$ cat src/rtl/period_match_timer_defines.svh
`ifndef PERIOD_MATCH_TIMER_DEFINES_SVH
`define PERIOD_MATCH_TIMER_DEFINES_SVH

// ----------------------------------------------------------------
// Register indices, byte address is four times the index
// ----------------------------------------------------------------
`define PMT_IDX_COUNT      10'h011
`define PMT_IDX_CONTROL    10'h012
`define PMT_IDX_PERIOD     10'h092
`define PMT_IDX_FLAGS      10'h00C
`define PMT_IDX_MASK       10'h08C
`define PMT_ADDR_COUNT     {`PMT_IDX_COUNT, 2'b00}
`define PMT_ADDR_CONTROL   {`PMT_IDX_CONTROL, 2'b00}
`define PMT_ADDR_PERIOD    {`PMT_IDX_PERIOD, 2'b00}
`define PMT_ADDR_FLAGS     {`PMT_IDX_FLAGS, 2'b00}
`define PMT_ADDR_MASK      {`PMT_IDX_MASK, 2'b00}

// ----------------------------------------------------------------
// Reset values and field positions
// ----------------------------------------------------------------
`define PMT_RST_COUNT      8'h00
`define PMT_RST_PERIOD     8'hFF
`define PMT_RST_CONTROL    7'h00
`define PMT_FLAG_BIT       1

// ----------------------------------------------------------------
// Timing counts
// ----------------------------------------------------------------
`define PMT_OSC_PER_INSTR  3'h4
`define PMT_INSTR_LAST     2'(`PMT_OSC_PER_INSTR - 3'h1)
`define PMT_PRE_LAST_1     4'h0
`define PMT_PRE_LAST_4     4'h3
`define PMT_PRE_LAST_16    4'hF

`endif

$ cat src/rtl/period_match_timer_pkg.sv
package period_match_timer_pkg;

   // Implemented control bits; bit 7 is not stored
   typedef struct packed {
      logic [3:0] output_postscale_select;
      logic       period_timer_on;
      logic [1:0] input_prescale_select;
   } timer_ctrl_t;

   typedef enum logic [1:0] {
      PRESCALE_1,
      PRESCALE_4,
      PRESCALE_16A,
      PRESCALE_16B
   } prescale_code_t;

endpackage

$ cat src/rtl/period_match_timer.sv
// What this block does
// - 8-bit count register, RW, reset to zero
// - Count source is oscillator divided by four
// - Prescale select: 00 by 1, 01 by 4, 1x by 16
// - Count up to period value, then wrap to zero
// - 8-bit period register, RW, reset to FFh
// - Matches drive 4-bit postscaler setting match flag
// - Postscale ratio is field value plus one
// - Count or control write clears both scalers
// - Control write keeps count value unchanged
// - Match pulse before postscaler feeds serial port
// - Control bit 7 reads zero; reset clears all but period (FFh)
`include "period_match_timer_defines.svh"

module period_match_timer
   import period_match_timer_pkg::*;
(
   input  wire logic        mclk,
   input  wire logic        rst,
   input  wire logic        psel,
   input  wire logic        penable,
   input  wire logic        pwrite,
   input  wire logic [11:0] paddr,
   input  wire logic [31:0] pwdata,
   input  wire logic [3:0]  pstrb,
   output logic             pready,
   output logic [31:0]      prdata,
   output logic             pslverr,
   output logic             serial_port_shift_tick,
   output logic             irq
);

   // ----------------------------------------------------------------
   // State
   // ----------------------------------------------------------------
   logic [1:0]  instr_div_q,  instr_div_d;
   logic [3:0]  prescale_q,   prescale_d;
   logic [7:0]  count_q,      count_d;
   logic [7:0]  period_q,     period_d;
   timer_ctrl_t ctrl_q,       ctrl_d;
   logic [3:0]  postscale_q,  postscale_d;
   logic        flag_q,       flag_d;
   logic        mask_q,       mask_d;
   logic        match_q,      match_d;
   logic [31:0] prdata_q,     prdata_d;
   logic        pslverr_q,    pslverr_d;

   logic        setup_phase;
   logic        access_wr;
   logic        wr_count;
   logic        wr_ctrl;
   logic        wr_period;
   logic        wr_flags;
   logic        wr_mask;
   logic        addr_hit;
   logic        instr_tick;
   logic        pre_tick;
   logic        period_match;
   logic        post_done;
   logic [3:0]  pre_last;

   // ----------------------------------------------------------------
   // APB decode
   // ----------------------------------------------------------------
   // Zero wait states; read data is sampled in the setup cycle
   assign pready      = psel & penable;
   assign setup_phase = psel & ~penable;
   assign access_wr   = psel & penable & pwrite & pstrb[0];
   assign wr_count    = access_wr && paddr == `PMT_ADDR_COUNT;
   assign wr_ctrl     = access_wr && paddr == `PMT_ADDR_CONTROL;
   assign wr_period   = access_wr && paddr == `PMT_ADDR_PERIOD;
   assign wr_flags    = access_wr && paddr == `PMT_ADDR_FLAGS;
   assign wr_mask     = access_wr && paddr == `PMT_ADDR_MASK;
   assign addr_hit    = paddr == `PMT_ADDR_COUNT  || paddr == `PMT_ADDR_CONTROL ||
                        paddr == `PMT_ADDR_PERIOD || paddr == `PMT_ADDR_FLAGS ||
                        paddr == `PMT_ADDR_MASK;

   always_comb begin
      prdata_d  = prdata_q;
      pslverr_d = pslverr_q;
      if (setup_phase) begin
         pslverr_d = ~addr_hit;
         prdata_d  = 32'h0000_0000;
         unique case (paddr)
            `PMT_ADDR_COUNT:   prdata_d[7:0] = count_q;
            `PMT_ADDR_CONTROL: prdata_d[6:0] = ctrl_q;
            `PMT_ADDR_PERIOD:  prdata_d[7:0] = period_q;
            `PMT_ADDR_FLAGS:   prdata_d[`PMT_FLAG_BIT] = flag_q;
            `PMT_ADDR_MASK:    prdata_d[`PMT_FLAG_BIT] = mask_q;
            default:           prdata_d = 32'h0000_0000;
         endcase
      end
   end

   always_ff @(posedge mclk or posedge rst) begin
      if (rst) begin
         prdata_q  <= 32'h0000_0000;
         pslverr_q <= 1'b0;
      end else begin
         prdata_q  <= prdata_d;
         pslverr_q <= pslverr_d;
      end
   end

   assign prdata  = prdata_q;
   assign pslverr = pslverr_q & pready;

   // ----------------------------------------------------------------
   // Clock chain
   // ----------------------------------------------------------------
   // instruction rate enable
   assign instr_tick = instr_div_q == `PMT_INSTR_LAST;

   always_comb begin
      unique case (prescale_code_t'(ctrl_q.input_prescale_select))
         PRESCALE_1:   pre_last = `PMT_PRE_LAST_1;
         PRESCALE_4:   pre_last = `PMT_PRE_LAST_4;
         PRESCALE_16A,
         PRESCALE_16B: pre_last = `PMT_PRE_LAST_16;
      endcase
   end

   // Ticks are dropped in a control write cycle so the count holds
   assign pre_tick     = instr_tick && ctrl_q.period_timer_on && !wr_ctrl &&
                         !wr_count && prescale_q == pre_last;
   assign period_match = pre_tick && count_q == period_q;
   assign post_done    = postscale_q == ctrl_q.output_postscale_select;

   always_comb begin
      instr_div_d = instr_div_q + 2'h1;
      prescale_d  = prescale_q;
      count_d     = count_q;
      postscale_d = postscale_q;
      flag_d      = flag_q;
      match_d     = period_match;
      if (instr_tick && ctrl_q.period_timer_on) begin
         prescale_d = (prescale_q == pre_last) ? 4'h0 : prescale_q + 4'h1;
      end
      if (pre_tick) begin
         count_d = period_match ? `PMT_RST_COUNT : count_q + 8'h01;
      end
      if (period_match) begin
         postscale_d = post_done ? 4'h0 : postscale_q + 4'h1;
      end
      if (wr_flags && pwdata[`PMT_FLAG_BIT]) begin
         flag_d = 1'b0;
      end
      if (period_match && post_done) begin
         flag_d = 1'b1;
      end
      if (wr_count || wr_ctrl) begin
         prescale_d  = 4'h0;
         postscale_d = 4'h0;
      end
      if (wr_count) begin
         count_d = pwdata[7:0];
      end
   end

   always_comb begin
      ctrl_d   = ctrl_q;
      period_d = period_q;
      mask_d   = mask_q;
      if (wr_ctrl) begin
         ctrl_d = pwdata[6:0];
      end
      if (wr_period) begin
         period_d = pwdata[7:0];
      end
      if (wr_mask) begin
         mask_d = pwdata[`PMT_FLAG_BIT];
      end
   end

   always_ff @(posedge mclk or posedge rst) begin
      if (rst) begin
         instr_div_q <= 2'h0;
         prescale_q  <= 4'h0;
         count_q     <= `PMT_RST_COUNT;
         period_q    <= `PMT_RST_PERIOD;
         ctrl_q      <= `PMT_RST_CONTROL;
         postscale_q <= 4'h0;
         flag_q      <= 1'b0;
         mask_q      <= 1'b0;
         match_q     <= 1'b0;
      end else begin
         instr_div_q <= instr_div_d;
         prescale_q  <= prescale_d;
         count_q     <= count_d;
         period_q    <= period_d;
         ctrl_q      <= ctrl_d;
         postscale_q <= postscale_d;
         flag_q      <= flag_d;
         mask_q      <= mask_d;
         match_q     <= match_d;
      end
   end

   // ----------------------------------------------------------------
   // Outputs
   // ----------------------------------------------------------------
   // match before postscaler
   assign serial_port_shift_tick = match_q;
   assign irq                    = flag_q & mask_q;
endmodule

$ cat config.mk
export PLATFORM = sky130hd
export DESIGN_NAME = period_match_timer
export DESIGN_NICKNAME = d
export VERILOG_FILES = /design/src/rtl/period_match_timer_pkg.sv /design/src/rtl/period_match_timer.sv
export VERILOG_INCLUDE_DIRS = /design/src /design/src/rtl
export SDC_FILE = /design/constraint.sdc
export NUM_CORES = 1
export LEC_CHECK = 0
export BUFFER_PORTS_ARGS = -buffer_cell sky130_fd_sc_hd__clkbuf_2
export CAP_MARGIN = 10
export CORE_MARGIN = 2
export CORE_UTILIZATION = 51
export DETAILED_ROUTE_END_ITERATION = 8
export GPL_TIMING_DRIVEN = 1
export MAX_ROUTING_LAYER = met4
export PLACE_DENSITY = 0.8
export SLEW_MARGIN = 20
export SYNTH_ARGS = -nofsm -noshare
export SYNTH_HDL_FRONTEND = slang
export SYNTH_SLANG_ARGS = --single-unit
$ cat constraint.sdc
create_clock -name mclk -period 2.6 [get_ports mclk]
set_input_delay 0.52 -clock mclk [delete_from_list [all_inputs] [get_ports mclk]]
set_output_delay 0.52 -clock mclk [all_outputs]
set_load 0.02 [all_outputs]
# Word-level counts from Yosys, hierarchy flattened
# Index checks and enable logic that the tools add are counted.
# word_totals
regBits	45
output_inout_bits	36
word_cells	78
# classes
addsub	4
n_eq_ne	12
muxes	16
bitwise	8
reduce_logical	25
# ops
operator	count
$eq 12x10->1 const B	2
$eq 12x7->1 const B	2
$mux 4	6
$mux 8	3
$pmux 5 s3	1
$eq 12x6->1 const B	1
$logic_and 1x1->1	12
$pmux 4 s3	1
$add 4x1->4 const B	2
$add 8x1->8 const B	1
$eq 4x4->1	2
$eq 8x8->1	1
$reduce_bool 2->1	4
$and 1x1->1	6
$eq 2x2->1 const B	3
$logic_or 1x1->1	5
$pmux 1 s5	1
$pmux 1 s3	1
$add 2x1->2 const B	1
$eq 2x1->1 const B	1
$logic_not 1->1	2
$logic_not 2->1	1
$mux 1	2
$not 1->1	2
2 further kinds	2

# Longest topological paths before layout
# Gate-level depths: netlist (run 1).
# depth
word_depth	12
depth_mapped	8
ltp_nobuf	6

# Least setup slack after synthesis (run 1)
# OpenSTA, ideal clock, no wires.
# synth_path
path_type	input-to-reg
startpoint	input paddr[1]
endpoint	register period_q[0]
setup_ns	0.085
arrival_time_ns	2.145
required_ns	2.515
setup_slack_ns	0.370
path_stages	6
path_cell_list	or3_1 -> buf_2 -> nor4_4 -> and2_1 -> buf_4 -> mux2_1
# synth_via
elab_chain_cells	2
# synth_lines
item	line	text
start, declared	period_match_timer.sv:23	input wire logic [11:0] paddr,
$eq 12x10->1	n/a	
$logic_and 1x1->1 (no source line)	n/a	
end signal, assigned	period_match_timer.sv:180	period_q <= `PMT_RST_PERIOD;
end signal, assigned	period_match_timer.sv:190	period_q <= period_d;
end, declared	period_match_timer.sv:39	logic [7:0] period_q, period_d;
# No other way between the ends.
# A chain may end at the register's enable or synchronous reset.

# Worst setup path in the final report (run 1)
# layout_path
startpoint	register count_q[2]
endpoint	register postscale_q[2]
# layout_via
elab_chain_cells	3
# layout_lines
item	line	text
start, declared	period_match_timer.sv:38	logic [7:0] count_q, count_d;
start signal, assigned	period_match_timer.sv:179	count_q <= `PMT_RST_COUNT;
start signal, assigned	period_match_timer.sv:189	count_q <= count_d;
$eq 8x8->1	period_match_timer.sv:126	assign period_match = pre_tick && count_q == period_q;
$logic_and 1x1->1	period_match_timer.sv:126	
$reduce_bool 2->1 (no source line)	n/a	
end signal, assigned	period_match_timer.sv:192	postscale_q <= postscale_d;
end, declared	period_match_timer.sv:41	logic [3:0] postscale_q, postscale_d;
# No other way between the ends.

==> qor.csv, run 1 <==
metric;value;unit
status;finished clean;
IO Pins;89;
first-pass GRT wire length;9.784;mm
Die Wd;77.15;um
routed length per instance;15.04;um
gr usage total;20.95;%
WP depth;6;
Filler cells;472;
CTS Root Cell;clkbuf_8;
Max Clk Rate;442.8;MHz
commonest cells after routing, fill and taps aside;37 x dfrtp_1, 37 x clkbuf_2, 24 x conb_1;
worst setup path class;reg2reg;
initial core utilization;53.09;%
RSZ-0062 raised after global routing;false;
CP required;2.76;ns
clock power share;34.0;%
Total Power;1.215;mW
chip height;77.15;um
drt total wl;5.671;mm
max-cap violation count;0;
Post-synth EDFFs;0;
final net count;363;
ANT cells;0;
YS warnings;0;
maximum VDD drop;0.2868;mV
fin crit share;86.86;%
hold bufs inserted after CTS;0;
core region area;5140;um2
CP Cell Sequence;xor2_1 > nor4_4 > nand2_1 > buf_4 > o311ai_0 > o21ai_0;
sequential-to-total area share from yosys stat;41.63;%
CP arrival;2.41;ns
area grow syn2layout;10.45;%
Hold Vio Cnt, Final;0;
sequential share of power;57.7;%
I/O Buffers;37;
worst path bufs/invs;1;
grt ovf;0;
Post-Syn Instances;264;
CP Max Fanout;8;
DRT Pass-1 Iters;4;
Slew HR;40.54;%
cts repair resizes;0;
antenna-violating nets left;0;
Period minus WS final;2.258;ns
final setup violation count;0;
Setup TNS;0;ns
startpoint type of the worst setup path;flip-flop;
CTS Buffer Depth;2;
DP HPWL;4.302;mm
Avg Inst Size Synth;10.34;um2
Clk Latency, worst-skew pair;0.30;ns
drt drc;0;
TritonCTS clock tree;yes;
Final Skew;0.008415;ns
CTS Buf Count;5;
Pint;915.9;uW
Die ar.;5952;um2
Crit path max-delay family;simple AND/OR/NAND/NOR gates;
worst-margin pin slew;0.8864;ns
Max Slew Vio Count;0;
initial antenna violation count;0;
Final Wtd Congestion;0.8503;
Comb power frac;8.3;%
routed via count;2156;
dominant synthesized flop cell;dfrtp_1;
sw frac;24.64;%
setup bufs post-CTS;0;
CTS clk-pin slew, worst paths;0.08;ns
number of vias per cell;5.719;
Rows;26;
Async S/R FF share, synth;100.0;%
clk sinks;45;
slowest stage delay, CP;0.46;ns
Synth cell types;55;
Synth Register Bits;45;
DRT iter0 DRCs;230;
NetSw;299.4;uW
layout cells sized above 1;26.71;%
pin count of the biggest net entering global routing;26;
H-tree depth;2;
Critical Path End Type;flip-flop;
pwr dens;403.2;nW/um2
FF-to-FF path depth;6;
Mapped Area;2729;um2
Worst path slowest cell;dfrtp_1;
Hold Path Class;in2async;
vias in the first global route;2098;
Lkg Pwr;1.456;nW
flip-flops by register name, indices dropped and copies added (netlist names):
register / count
count_q: 8
period_q: 8
prdata: 8
ctrl_q: 7
postscale_q: 4
prescale_q: 4
instr_div_q: 2
flag_q: 1
mask_q: 1
pslverr_q: 1
serial_port_shift_tick: 1
cells in the mapped netlist (5+ instances only):
cell type  number  area share, %
and2_1          5            1.1
o21ai_0        13            2.4
buf_4          26            7.2
dfstp_2         8            7.7
and3_1          5            1.1
a31oi_1         7            1.6
nand2_1        19            2.6
buf_2           5           0.92
nor2_1         11            1.5
a21oi_1        11            2.0
mux2_2          9            3.7
dfrtp_1        37             34
mux2_1          8            3.3
xor2_1         13            4.2
nand3_1         7            1.3
nand4b_1        6            1.9
cell families (layout without fill, tap and decap cells):
logic type	after synthesis	in the layout	synth area share, %
muxes	19	19	7.749
buffers and inverters	36	56	8.757
DFF	45	45	41.63
other	1	24	0.1374
AOI/OAI and AO/OA	58	58	14.40
xor gates and xnor gates	13	13	4.172
adders and majority gates	4	4	1.834
and+or+nand+nor	88	88	21.32
per-stage QoR:
stage / worst slack [ns] / hold slack [ns] / util, % / instance area, um2 / cells
after floorplan: 0.3705 / 0.4006 / - / 2815 / 287
after global placement: 0.1671 / 0.4125 / 57.06 / 2933 / 369
after detailed placement: 0.1437 / 0.4202 / 57.06 / 2933 / 369
after CTS: 0.3541 / 0.3018 / 58.64 / 3014 / 377
after global routing: 0.1217 / 0.3252 / 58.64 / 3014 / 377
final: 0.3417 / 0.2747 / 58.64 / 3014 / 377
final cells by class:
type	count	area [um2]	share of cell area, %
clock buffers	7	76.32	2.532
well taps	70	87.58	2.906
multi-input cells	206	1440	47.78
inverters	3	11.26	0.3736
clock inverters	1	5.005	0.1660
repair buffers	45	257.7	8.551
flip-flops and latches	45	1136	37.69
power by group through the flow:
stage	Combinational, mW	Clock [mW]	Sequential [mW]
after floorplan	0.0915	0	0.715
after global placement	0.0996	0	0.715
after detailed placement	0.101	0	0.715
after CTS	0.102	0.428	0.701
after global routing	0.111	0.453	0.702
final	0.101	0.413	0.701
worst paths after layout:
path	start	slack, ns	to
setup / recovery	count_q[2]	0.34	postscale_q[2]
hold / removal	rst	0.27	prdata[1]
setup reg to reg	count_q[2]	0.34	postscale_q[2]
hold reg to reg	instr_div_q[0]	0.42	instr_div_q[0]
max in group asynchronous	rst	1.71	period_q[4]
min in group mclk	instr_div_q[0]	0.42	instr_div_q[0]
metal layers:
layer	global-route usage, %	part of all wire (%)	routed length (um)
met5	-	0	0
met4	6.786	1.8	102
met3	4.000	5.2	294
met2	34.17	50	2814
met1	26.36	43	2460
Power figures use the tool's default switching activity.
==> inputs of run 2 (changes only) <==
Settings changed: CORE_UTILIZATION 51 to 40, PLACE_DENSITY 0.8 to 0.65, SLEW_MARGIN 20 to 5.
==> run 2 against run 1 <==
  * Routed wire length is 5.0% higher
  * Sequential cell count unchanged
  * Clock power grew 3%
  * Non-clock buffer count rose by 2
  * Design area grew 0.54%
  * Hold slack worse by 0.21 ns
  * Sequential power about the same
  * Critical path depth unchanged
  * Register-to-register slack got worse by 0.16 ns
  * Power rose by 0.98%
  * Global-route usage is 3.3 points lower
  * Clock skew up 0.0028 ns
  * Critical endpoint unchanged
  * Largest cell class unchanged
==> qor.csv, run 2 (synthesis results as in run 1) <==
metric;value;unit;change
final net count;365;;was 363
Slew HR;43.89;%;was 40.54%
grt ovf;0;;unchanged
WHS;0.06005;ns;was 0.2747 ns
fin crit share;92.95;%;was 86.86%
utilization after layout;45.36;%;was 58.64%
antenna-violating nets left;0;;unchanged
Global Route met2 Usage;27.76;%;was 34.17%
Filler cells;642;;was 472
CTS clk-pin slew, worst paths;0.08;ns;about the same
maximum VDD drop;0.1891;mV;was 0.2868 mV
clk sinks;45;;unchanged
I/O Buffers;37;;unchanged
core region area;6681;um2;was 5140 um2
DRT Pass-1 Iters;6;;was 4
layout cells sized above 1;27.51;%;was 26.71%
Final Skew;0.01121;ns;was 0.008415 ns
Total Power;1.227;mW;was 1.215 mW
cts repair resizes;0;;unchanged
IO Pins;89;;unchanged
Critical Path End Type;flip-flop;;unchanged
Final Wtd Congestion;0.7966;;was 0.8503
Lkg Pwr;1.466;nW;was 1.456 nW
commonest cells after routing, fill and taps aside;37 x dfrtp_1, 37 x clkbuf_2, 24 x conb_1;;unchanged
worst setup path class;reg2reg;;unchanged
CTS Buffer Depth;2;;unchanged
vias in the first global route;2003;;was 2098
ANT cells;0;;unchanged
status;finished clean;;unchanged
gr usage total;17.66;%;was 20.95%
fin area;3030;um2;was 3014 um2
TritonCTS clock tree;yes;;unchanged
CTS Buf Count;5;;unchanged
CP Max Fanout;8;;unchanged
startpoint type of the worst setup path;flip-flop;;unchanged
met3 GRT Util;2.857;%;was 4.000%
Die Wd;86.60;um;was 77.15 um
H-tree depth;2;;unchanged
pwr dens;405.0;nW/um2;was 403.2 nW/um2
CTS Root Cell;clkbuf_8;;unchanged
hold bufs inserted after CTS;0;;unchanged
RSZ-0062 raised after global routing;false;;unchanged
Setup TNS;0;ns;unchanged
FF-to-FF path depth;6;;unchanged
routed via count;2110;;was 2156
sw frac;25.63;%;was 24.64%
Max Slew Vio Count;0;;unchanged
first-pass GRT wire length;10.09;mm;was 9.784 mm
Die ar.;7499;um2;was 5952 um2
drt drc;0;;unchanged
DP HPWL;4.425;mm;was 4.302 mm
worst reg2reg startpoint;period_q[1];;was count_q[2]
Comb power frac;8.2;%;was 8.3%
area grow syn2layout;11.05;%;was 10.45%
initial core utilization;40.84;%;was 53.09%
placed instance area;2948;um2;was 2933 um2
routed length per instance;15.31;um;was 15.04 um
clock power share;34.6;%;was 34.0%
Worst R2R Setup Slack;0.18;ns;was 0.34 ns
NetSw;314.6;uW;was 299.4 uW
Hold Vio Cnt, Final;0;;unchanged
Seq. cell area;1136;um2;unchanged
CP arrival;2.58;ns;was 2.41 ns
final setup violation count;0;;unchanged
initial antenna violation count;0;;unchanged
max-cap violation count;0;;unchanged
sequential share of power;57.2;%;was 57.7%
grt peak-use layer;met2;;unchanged
Rows;30;;was 26
chip height;86.60;um;was 77.15 um
met1 Track Usage GR;23.68;%;was 26.36%
Hold Path Class;in2async;;unchanged
number of vias per cell;5.424;;was 5.719
multi-input logic area;1440;um2;unchanged
pin count of the biggest net entering global routing;23;;was 26
drt total wl;5.954;mm;was 5.671 mm
setup bufs post-CTS;0;;unchanged
Pint;912.6;uW;was 915.9 uW
Period minus WS final;2.417;ns;was 2.258 ns
worst-margin pin slew;0.8345;ns;was 0.8864 ns
CP required;2.77;ns;was 2.76 ns
DRT iter0 DRCs;120;;was 230
Clk Latency, worst-skew pair;0.30;ns;about the same
FF-to-FF End;postscale_q[2];;unchanged
Max Clk Rate;413.8;MHz;was 442.8 MHz
run 2: through the flow:
stage	setup WS, ns	cells
after global routing	0.04972	389
after CTS	0.2411	389
final	0.1834	389
after floorplan	0.3705	287
after detailed placement	0.1047	381
after global placement	0.1316	381
run 2: worst max-delay path by stage:
stage                startpoint              to  cells after the start  slack (ns)
floorplan              paddr[1]     period_q[0]                      6        0.37
global placement       paddr[1]      count_q[0]                      7        0.13
detailed placement     paddr[1]      count_q[0]                      7        0.10
CTS                 period_q[1]  postscale_q[2]                      6        0.24
global route        period_q[1]  postscale_q[2]                      6        0.05
finish              period_q[1]  postscale_q[2]                      6        0.18
run 2: layout make-up:
cell class                 count  share of cell area [%]
tap                           80                   3.303
multi-input combinational    206                   47.52
clock inverter                 2                  0.3303
clock buffer                   6                   2.395
sequential                    45                   37.49
inverter                       3                  0.3716
timing repair buffer          47                   8.588
run 2: worst max-delay path, stage by stage, from the launching register on:
cell and delay [ns]:
dfstp_2 0.55, xor2_1 0.08, nor4_2 0.65, nand2_1 0.29, buf_4 0.24, o311ai_0 0.33, o21ai_0 0.14
run 2: routing by layer:
| metal | vias up | part of all wire [%] |
|---|---|---|
| li1 | 1018 | - |
| met1 | 1035 | 46 |
| met2 | 52 | 49 |
| met3 | 5 | 3.8 |
| met4 | 0 | 1.3 |
| met5 | - | 0 |
run 2: power groups by stage:
stage / clock (mW) / combinational [mW] / sequential, mW
after floorplan: 0 / 0.0915 / 0.715
after CTS: 0.439 / 0.102 / 0.701
after detailed placement: 0 / 0.102 / 0.715
final: 0.425 / 0.101 / 0.701
after global routing: 0.473 / 0.112 / 0.702
after global placement: 0 / 0.0996 / 0.715
